$ cat src/verilog/cfg_sec_pkg.sv
// Shared constants, types and carriers of the configuration and security block.
package cfg_sec_pkg;

  localparam int CFG_BYTES = 16;
  localparam int SCR_BYTES = 32;
  localparam logic [3:0] LIVE_LIMIT     = 4'h4;
  localparam logic [3:0] SIG_STORE_ADDR = 4'ha;
  localparam logic [3:0] CAL_BASE       = 4'hc;
  localparam logic [7:0] OTP_SCR_BASE   = 8'h20;

  localparam logic [6:0] CMD_STATUS   = 7'h00;
  localparam logic [6:0] CMD_CFG_ADDR = 7'h10;
  localparam logic [6:0] CMD_CFG_DATA = 7'h11;
  localparam logic [6:0] CMD_LIVE_SET = 7'h12;
  localparam logic [6:0] CMD_SUB_LO   = 7'h3e;
  localparam logic [6:0] CMD_SUB_HI   = 7'h3f;
  localparam logic [1:0] CMD_BUF_PAGE = 2'h2;

  localparam logic [15:0] SUB_SEAL      = 16'h0101;
  localparam logic [15:0] SUB_CFG_ENTER = 16'h0102;
  localparam logic [15:0] SUB_CFG_EXIT  = 16'h0103;
  localparam logic [15:0] SUB_IROM_SIG  = 16'h0104;
  localparam logic [15:0] SUB_DROM_SIG  = 16'h0105;
  localparam logic [15:0] SUB_CFG_SIG   = 16'h0106;
  localparam logic [15:0] SUB_SCR_RD    = 16'h0107;
  localparam logic [15:0] SUB_SCR_WR    = 16'h0108;
  localparam logic [15:0] SUB_SCR_OTP   = 16'h0109;
  localparam logic [15:0] SUB_CFG_OTP   = 16'h010a;

  typedef enum logic [1:0] {
    restricted_security_level,
    intermediate_security_level,
    unrestricted_security_level
  } sec_level_e;

  typedef enum logic [2:0] {ST_LOAD, ST_OFF, ST_IDLE, ST_ROM_SIG, ST_CFG_SIG, ST_OTP_WR} fsm_e;

  typedef struct packed {
    logic       write;
    logic [6:0] code;
    logic [7:0] data;
  } cmd_req_s;

  typedef struct packed {
    logic       denied;
    logic [7:0] data;
  } cmd_rsp_s;

endpackage

$ cat src/verilog/config_security_access.sv
// Command interpreter, configuration store and security levels of the monitor.
`timescale 1ns/1ns
// What this block does
// Each direct command is chosen by a 7-bit code that the block decodes.
// A direct command starts an action, takes a written value, or returns data.
// Subcommands go through the same codes and move data in 32-byte blocks.
// After power-up the stored one-time settings load into the working configuration.
// Without programmed one-time memory the host rewrites settings after each power cycle.
// Settings are kept in normal, sleep and lowest retention power modes.
// Shutdown clears everything; the next power-up reloads defaults or one-time settings.
// Three security levels limit which settings may be seen or changed.
// Restricted level reads most things, changes selected settings, refuses data memory writes.
// Intermediate level adds subcommands and data memory reads and writes; the code takes those writes only below LIVE_LIMIT.
// Unrestricted level reads and changes everything, including one-time memory programming.
// Selected settings change while running, without the update state.
// The update state halts operation; leaving it restarts with new settings.
// The update state is entered only at the unrestricted level.
// Each level raise needs its own pair of keys sent as subcommands.
// Subcommands return signatures over instruction and data ROM.
// A subcommand checks the static settings signature and flags a mismatch.
// A 32-byte scratchpad holds manufacturing data and can be burnt into one-time memory.
// Scratchpad writes need the unrestricted level; reads are allowed at any level.
// A command not allowed at the current level is ignored and changes nothing but the key stage, which a refused subcommand clears.
module config_security_access #(
  parameter int                                  ROM_AW      = 8,
  parameter logic [cfg_sec_pkg::CFG_BYTES-1:0][7:0] CFG_DEFAULT = '0,
  parameter logic [15:0]                         KEY_UNSEAL_A = 16'h1111,
  parameter logic [15:0]                         KEY_UNSEAL_B = 16'h2222,
  parameter logic [15:0]                         KEY_FULL_A   = 16'h3333,
  parameter logic [15:0]                         KEY_FULL_B   = 16'h4444
) (
  input  wire logic                                 ref_clk,
  input  wire logic                                 sys_rst,
  input  wire cfg_sec_pkg::cmd_req_s                cmd_req,
  input  wire logic                                 cmd_valid,
  output logic                                      cmd_ready,
  output cfg_sec_pkg::cmd_rsp_s                     rsp,
  output logic                                      rsp_valid,
  input  wire logic                                 otp_programmed,
  output logic [7:0]                                otp_addr,
  input  wire logic [7:0]                           otp_rd_data,
  output logic                                      otp_wr_en,
  output logic [7:0]                                otp_wr_data,
  output logic                                      rom_sel,
  output logic [ROM_AW-1:0]                         rom_addr,
  input  wire logic [7:0]                           rom_data,
  input  wire logic                                 shutdown_req,
  output logic [cfg_sec_pkg::CFG_BYTES-1:0][7:0]    cfg_out,
  output logic                                      op_run,
  output logic                                      op_restart,
  output cfg_sec_pkg::sec_level_e                   sec_level,
  output logic                                      sig_fail
);
  import cfg_sec_pkg::*;

  typedef struct packed {
    fsm_e                           st;
    sec_level_e                     sec;
    logic [1:0]                     key_stage;
    logic                           cfg_upd;
    logic                           sig_fail;
    logic                           loaded;
    logic                           op_run;
    logic                           op_restart;
    logic [CFG_BYTES-1:0][7:0]      cfg;
    logic [SCR_BYTES-1:0][7:0]      scr;
    logic [SCR_BYTES-1:0][7:0]      xbuf;
    logic [3:0]                     cfg_addr;
    logic [7:0]                     sub_lo;
    logic [ROM_AW-1:0]              idx;
    logic [15:0]                    sig;
    logic                           src_scr;
    logic                           rom_sel;
    logic [7:0]                     otp_addr;
    logic                           otp_wr_en;
    logic [7:0]                     otp_wr_data;
    cmd_rsp_s                       rsp;
    logic                           rsp_valid;
  } state_s;

  state_s      s_q;
  state_s      s_d;
  logic        deny;
  logic        sub_hit;
  logic [15:0] sub_val;
  logic [7:0]  status;

  // Rotate-and-xor keeps the signature cheap; it catches any single byte fault.
  function automatic logic [15:0] sig_step(input logic [15:0] s, input logic [7:0] b);
    return {s[14:0], s[15]} ^ {8'h00, b};
  endfunction

  assign sub_hit = cmd_valid && cmd_ready && cmd_req.write && (cmd_req.code == CMD_SUB_HI);
  assign sub_val = {cmd_req.data, s_q.sub_lo};
  assign status  = {3'b000, s_q.loaded, s_q.sig_fail, s_q.cfg_upd, s_q.sec};

  ////////////////////////////////////////////////////////////////////////////////
  always_comb
  begin
    s_d            = s_q;
    deny           = 1'b0;
    s_d.rsp_valid  = 1'b0;
    s_d.op_restart = 1'b0;
    s_d.otp_wr_en  = 1'b0;
    unique case (s_q.st)
      ST_OFF:
      begin
        s_d.st       = ST_LOAD;
        s_d.idx      = '0;
        s_d.otp_addr = 8'h00;
      end
      ST_LOAD:
      begin
        // Factory defaults stand in when the one-time memory is blank.
        s_d.cfg[s_q.idx[3:0]] = otp_programmed ? otp_rd_data : CFG_DEFAULT[s_q.idx[3:0]];
        s_d.idx      = s_q.idx + 1'b1;
        s_d.otp_addr = 8'(s_q.idx + 1'b1);
        if (s_q.idx[3:0] == 4'hf)
        begin
          s_d.st     = ST_IDLE;
          s_d.loaded = 1'b1;
        end
      end
      ST_IDLE:
      begin
        if (cmd_valid)
        begin
          s_d.rsp_valid = 1'b1;
          s_d.rsp       = '0;
          if (cmd_req.code == CMD_STATUS)
          begin
            if (cmd_req.write)
              deny = 1'b1;
            else
              s_d.rsp.data = status;
          end
          else if (cmd_req.code == CMD_CFG_ADDR)
          begin
            if (cmd_req.write)
              s_d.cfg_addr = cmd_req.data[3:0];
            else
              s_d.rsp.data = {4'h0, s_q.cfg_addr};
          end
          else if (cmd_req.code == CMD_CFG_DATA)
          begin
            if (s_q.sec == restricted_security_level)
              deny = 1'b1;
            else if (!cmd_req.write)
              s_d.rsp.data = s_q.cfg[s_q.cfg_addr];
            else if (s_q.cfg_upd || (s_q.cfg_addr < LIVE_LIMIT))
              s_d.cfg[s_q.cfg_addr] = cmd_req.data;
            else
              deny = 1'b1;
          end
          else if (cmd_req.code == CMD_LIVE_SET)
          begin
            // Selected settings stay reachable at every level while running.
            if (s_q.cfg_addr >= LIVE_LIMIT)
              deny = 1'b1;
            else if (cmd_req.write)
              s_d.cfg[s_q.cfg_addr] = cmd_req.data;
            else
              s_d.rsp.data = s_q.cfg[s_q.cfg_addr];
          end
          else if (cmd_req.code == CMD_SUB_LO)
          begin
            if (cmd_req.write)
              s_d.sub_lo = cmd_req.data;
            else
              deny = 1'b1;
          end
          else if (cmd_req.code[6:5] == CMD_BUF_PAGE)
          begin
            if (cmd_req.write)
              s_d.xbuf[cmd_req.code[4:0]] = cmd_req.data;
            else
              s_d.rsp.data = s_q.xbuf[cmd_req.code[4:0]];
          end
          else if (sub_hit)
          begin
            // Any subcommand other than the expected second key breaks a key pair.
            s_d.key_stage = 2'd0;
            case (sub_val)
              KEY_UNSEAL_A:
                if (s_q.sec == restricted_security_level) s_d.key_stage = 2'd1;
                else deny = 1'b1;
              KEY_UNSEAL_B:
                if (s_q.key_stage == 2'd1) s_d.sec = intermediate_security_level;
                else deny = 1'b1;
              KEY_FULL_A:
                if (s_q.sec == intermediate_security_level) s_d.key_stage = 2'd2;
                else deny = 1'b1;
              KEY_FULL_B:
                if (s_q.key_stage == 2'd2) s_d.sec = unrestricted_security_level;
                else deny = 1'b1;
              SUB_SEAL:
                if (!s_q.cfg_upd) s_d.sec = restricted_security_level;
                else deny = 1'b1;
              SUB_CFG_ENTER:
                if (s_q.sec == unrestricted_security_level) s_d.cfg_upd = 1'b1;
                else deny = 1'b1;
              SUB_CFG_EXIT:
                if (s_q.cfg_upd)
                begin
                  s_d.cfg_upd    = 1'b0;
                  s_d.op_restart = 1'b1;
                end
                else deny = 1'b1;
              SUB_IROM_SIG, SUB_DROM_SIG:
                if (s_q.sec != restricted_security_level)
                begin
                  s_d.st      = ST_ROM_SIG;
                  s_d.rom_sel = (sub_val == SUB_DROM_SIG);
                  s_d.idx     = '0;
                  s_d.sig     = 16'h0000;
                end
                else deny = 1'b1;
              SUB_CFG_SIG:
              begin
                s_d.st  = ST_CFG_SIG;
                s_d.idx = '0;
                s_d.sig = 16'h0000;
              end
              SUB_SCR_RD:
                s_d.xbuf = s_q.scr;
              SUB_SCR_WR:
                if (s_q.sec == unrestricted_security_level) s_d.scr = s_q.xbuf;
                else deny = 1'b1;
              SUB_SCR_OTP, SUB_CFG_OTP:
                if (s_q.sec == unrestricted_security_level)
                begin
                  s_d.st      = ST_OTP_WR;
                  s_d.src_scr = (sub_val == SUB_SCR_OTP);
                  s_d.idx     = '0;
                end
                else deny = 1'b1;
              default:
                deny = 1'b1;
            endcase
          end
          else
            deny = 1'b1;
          s_d.rsp.denied = deny;
        end
      end
      ST_ROM_SIG:
      begin
        s_d.sig = sig_step(s_q.sig, rom_data);
        s_d.idx = s_q.idx + 1'b1;
        if (s_q.idx == '1)
        begin
          s_d.xbuf[0] = s_d.sig[7:0];
          s_d.xbuf[1] = s_d.sig[15:8];
          s_d.st      = ST_IDLE;
        end
      end
      ST_CFG_SIG:
      begin
        // The stored signature and the calibration bytes are left out of the sum.
        if ((s_q.idx[3:0] != SIG_STORE_ADDR) && (s_q.idx[3:0] != SIG_STORE_ADDR + 4'h1))
          s_d.sig = sig_step(s_q.sig, s_q.cfg[s_q.idx[3:0]]);
        s_d.idx = s_q.idx + 1'b1;
        if (s_q.idx[3:0] == CAL_BASE - 4'h1)
        begin
          s_d.sig_fail = (s_d.sig != {s_q.cfg[SIG_STORE_ADDR + 4'h1], s_q.cfg[SIG_STORE_ADDR]});
          s_d.xbuf[0]  = s_d.sig[7:0];
          s_d.xbuf[1]  = s_d.sig[15:8];
          s_d.st       = ST_IDLE;
        end
      end
      ST_OTP_WR:
      begin
        s_d.otp_wr_en = 1'b1;
        s_d.idx       = s_q.idx + 1'b1;
        if (s_q.src_scr)
        begin
          s_d.otp_addr    = OTP_SCR_BASE + {3'b000, s_q.idx[4:0]};
          s_d.otp_wr_data = s_q.scr[s_q.idx[4:0]];
          if (s_q.idx[4:0] == 5'h1f) s_d.st = ST_IDLE;
        end
        else
        begin
          s_d.otp_addr    = {4'h0, s_q.idx[3:0]};
          s_d.otp_wr_data = s_q.cfg[s_q.idx[3:0]];
          if (s_q.idx[3:0] == 4'hf) s_d.st = ST_IDLE;
        end
      end
    endcase
    // Power modes other than shutdown leave the state untouched.
    s_d.op_run = s_d.loaded && !s_d.cfg_upd;
    if (shutdown_req)
    begin
      s_d    = '0;
      s_d.st = ST_OFF;
    end
  end

  always_ff @(posedge ref_clk)
  begin
    if (sys_rst)
      s_q <= '0;
    else
      s_q <= s_d;
  end

  assign cmd_ready   = (s_q.st == ST_IDLE);
  assign rsp         = s_q.rsp;
  assign rsp_valid   = s_q.rsp_valid;
  assign otp_addr    = s_q.otp_addr;
  assign otp_wr_en   = s_q.otp_wr_en;
  assign otp_wr_data = s_q.otp_wr_data;
  assign rom_sel     = s_q.rom_sel;
  assign rom_addr    = s_q.idx;
  assign cfg_out     = s_q.cfg;
  assign op_run      = s_q.op_run;
  assign op_restart  = s_q.op_restart;
  assign sec_level   = s_q.sec;
  assign sig_fail    = s_q.sig_fail;
endmodule // config_security_access
$ cat config.mk
export PLATFORM = sky130hd
export DESIGN_NAME = config_security_access
export DESIGN_NICKNAME = d
export VERILOG_FILES = /design/src/verilog/cfg_sec_pkg.sv /design/src/verilog/config_security_access.sv
export SDC_FILE = /design/constraint.sdc
export NUM_CORES = 2
export LEC_CHECK = 0
export BUFFER_PORTS_ARGS = -buffer_cell sky130_fd_sc_hd__buf_2
export CAP_MARGIN = 20
export CORE_ASPECT_RATIO = 0.5
export CORE_UTILIZATION = 40
export CTS_CLUSTER_SIZE = 30
export DETAILED_ROUTE_END_ITERATION = 16
export PLACE_DENSITY_LB_ADDON = 0.15
export SETUP_SLACK_MARGIN = 0.1
export SYNTH_ARGS = -nofsm -noshare
export SYNTH_HDL_FRONTEND = slang
export SYNTH_SLANG_ARGS = --single-unit
$ cat constraint.sdc
create_clock -name ref_clk -period 5.95 [get_ports ref_clk]
set_clock_uncertainty 0.05 [all_clocks]
set_input_delay 1.19 -clock ref_clk [delete_from_list [all_inputs] [get_ports ref_clk]]
set_output_delay 1.19 -clock ref_clk [all_outputs]
set_load 0.005 [all_outputs]
==> metrics.txt <==
IO Pins=207; I/O Buffers=206; Syn Inst Count=4519; vias in the first global route=32500; final hold viol count=0; Worst-path clk slew=60 ps; chip height=around 220 um; part of the power in the clock network=0.465; DRT iter0 DRCs=4497; Post-synth ARST share=0; Logic pwr share=0.055; DRC Markers=0; Seq/Total Area, Yosys=0.361; RR Startpoint=s_q[714]; setup violators final=0; Fill cells=9497; Post-Route WL=152000 um; first-pass GRT wire length=223000 um; Crit-path slowest cell=or4_1; Initial Util=0.405; crit path launch=cmd_req[12]; Seq pwr share=0.480; kind of critical path=input port to flop; worst-path fanout max=31; Die ar.=101000 um^2; post-route ant nets=0; Crit path arrival time=4870 ps; synthesized-area fraction occupied by adder cells=0.00158; # hold bufs at CTS=0; total leakage power=around 14 nW; vias post-DR=35700; via/cell ratio=6.26; worst slew pin tran=1220 ps; P_sw=0.00249 W; critical path endpoint category=flop; CP delay by family, top=simple AND/OR/NAND/NOR gates; WP buf/inv=2; placed cells=about 5600; sw frac=0.248; Hold WS=407 ps; MaxCap Viol Count=0; Max rail drop VDD=0.000190 V; total number of yosys warnings=0; Core Rows=roughly 80; Synth Cell Area=39700 um^2; synth unique cells=78; Tcrit/Tclk final=0.731; CTS Sinks=slightly above 700; fin crit period=4350 ps; post-synthesis mux area share=0.176; synthesis-to-finish area growth=7.19%; Hold WC Path Type=flop to flop; Final Max Slew Viols=0; share of cells above drive strength 1=0.171; Synth Area per Inst=8.79 um^2; DR top layer=met5; largest net degree at the start of global routing=around 150; H-tree depth=3; gr usage total=0.293; final core occ=0.434; largest family of logic cells by synthesized area=compound AO/OA/AOI/OAI gates; critical path depth=10; Post-DP HPWL=between 90000 and 100000 um; CTS max path bufs=3; fmax=about 230 MHz; initial antenna violation count=5; Post-synth EDFFs=0; Internal Dissipation=0.00756 W; clk_lat worst skew=about 660 ps; critical path cell sequence=buf_2, nand3_1, or4_1, nor2_4, a22o_4, nand3_4, buf_12, a21oi_4, nor2_1, a211oi_1; Critical Path Start Type=input port; synth cell count leaders=dfxtp_1, nor2_1, nand2_1, a21oi_1, a22oi_1; die width=roughly 450 um; Root Buffer=clkbuf_16; RD Place Congestion=0.967; Final Non-Filler Cells=5709; CTS tree=built; most frequent cell after synthesis=dfxtp_1; RSZ-0062 raised after global routing=false; largest area contributor in the netlist=dfxtp_1; nets@finish=4371; R2R depth=9; cts bufs inserted=73; core box area=98000 um^2; Yosys reg bits=717; PostCTS Resize Cnt=0; TritonRoute pass-1 iters=6; met2 WL post-DR=68700 um; top cells by area, synth=dfxtp_1, mux4_2, nor2_1; GR Overflow Total=0; setup TNS=0 ps; critical path's largest stage delay=~800 ps; compound-gate portion of the synthesized area=0.200; Synth Area in Simple Gates=0.178; M1 WL=64800 um; postcts setup bufs=0; area share of the largest cell type after synthesis=0.361; syn nets=4561; Synth Flop Type=dfxtp_1; status=finished clean; Post-Synth XOR/XNOR Area=0.00662; WL met3=roughly 12000 um; R2R Setup Slk=1970 ps; Power Density=236 nW/um^2; Slew HR=0.188; WL/cell=26.6 um; Worst EP required=6470 ps
[placed cells by master, fill, tap and decap left out, types with 28 or more instances in the layout]
cell,Yosys,final
o21ai_0,61,61
dfxtp_1,717,711
mux2i_1,212,212
a211oi_2,42,42
nor2_8,28,28
a21oi_1,320,320
clkbuf_16,0,75
buf_4,175,63
nand2_1,645,644
a211oi_1,211,211
o22ai_1,137,137
nor2_1,655,655
buf_2,72,204
mux4_2,206,206
nor3_1,144,143
a22oi_1,267,267
[worst register-to-register path, delay by kind of cell, from the launching register on]
kind	cells	cell delay [ps]
buf+inv	1	230
compound gates	3	1260
flops	1	550
simple gates	5	1800
[cell type report]
cell class / instances / area, um^2 / area share
multi-input combinational: 3241 / 22300 / 0.525
sequential: 717 / 14400 / 0.338
clock buffer: 110 / 2180 / 0.0512
timing repair buffer: 284 / 1820 / 0.0427
tap: 1328 / 1660 / 0.0390
clock inverter: 15 / 151 / 0.00356
inverter: 12 / 45.0 / 0.00106
antenna: 2 / 5.00 / 0.000118
[how the worst min path moves through the flow]
| stage | from | endpoint | slack, ps | depth (start not counted) |
|---|---|---|---|---|
| after floorplan | s_q[711] | s_q[711] | 390 | 2 |
| after global placement | otp_wr_data[6] | otp_wr_data[6] | 400 | 2 |
| after detailed placement | otp_wr_data[6] | otp_wr_data[6] | 400 | 2 |
| after CTS | otp_wr_data[6] | otp_wr_data[6] | 410 | 2 |
| after global routing | s_q[572] | s_q[572] | 430 | 2 |
| final | otp_wr_data[6] | otp_wr_data[6] | 410 | 2 |
[through the flow]
step           cell area (um^2)  power, W  setup slack (ps)
2_1_floorplan             39700   0.00527              2310
3_3_place_gp              40200   0.00547               889
3_5_place_dp              40200   0.00547               978
4_1_cts                   42500    0.0101              1660
5_1_grt                   42600    0.0103              1500
6_report                  42600    0.0100              1600
[power by group through the flow]
stage,combinational [W],sequential [W],clock [W]
3_5_place_dp,0.000542,0.00493,0
2_1_floorplan,0.000349,0.00492,0
5_1_grt,0.000574,0.00482,0.00492
3_3_place_gp,0.000540,0.00493,0
6_report,0.000555,0.00482,0.00467
4_1_cts,0.000543,0.00482,0.00473
[per-layer routing]
metal / global-route usage / up-vias
li1: - / 15900
met3: 0.0529 / 322
met2: 0.455 / 1785
met1: 0.406 / 17700
met4: 0.105 / 2
met5: 0 / -
[kinds of logic (layout without fill, tap and decap cells)]
kind of cell | count (synthesis) | in the layout
xor gates and xnor gates | 30 | 30
muxes | 438 | 438
buffers and inverters | 561 | 421
and+or+nand+nor | 1605 | 1605
DFF | 717 | 717
other | 0 | 2
adders and majority gates | 5 | 5
AOI/OAI and AO/OA | 1163 | 1163
Power figures use the tool's default switching activity.
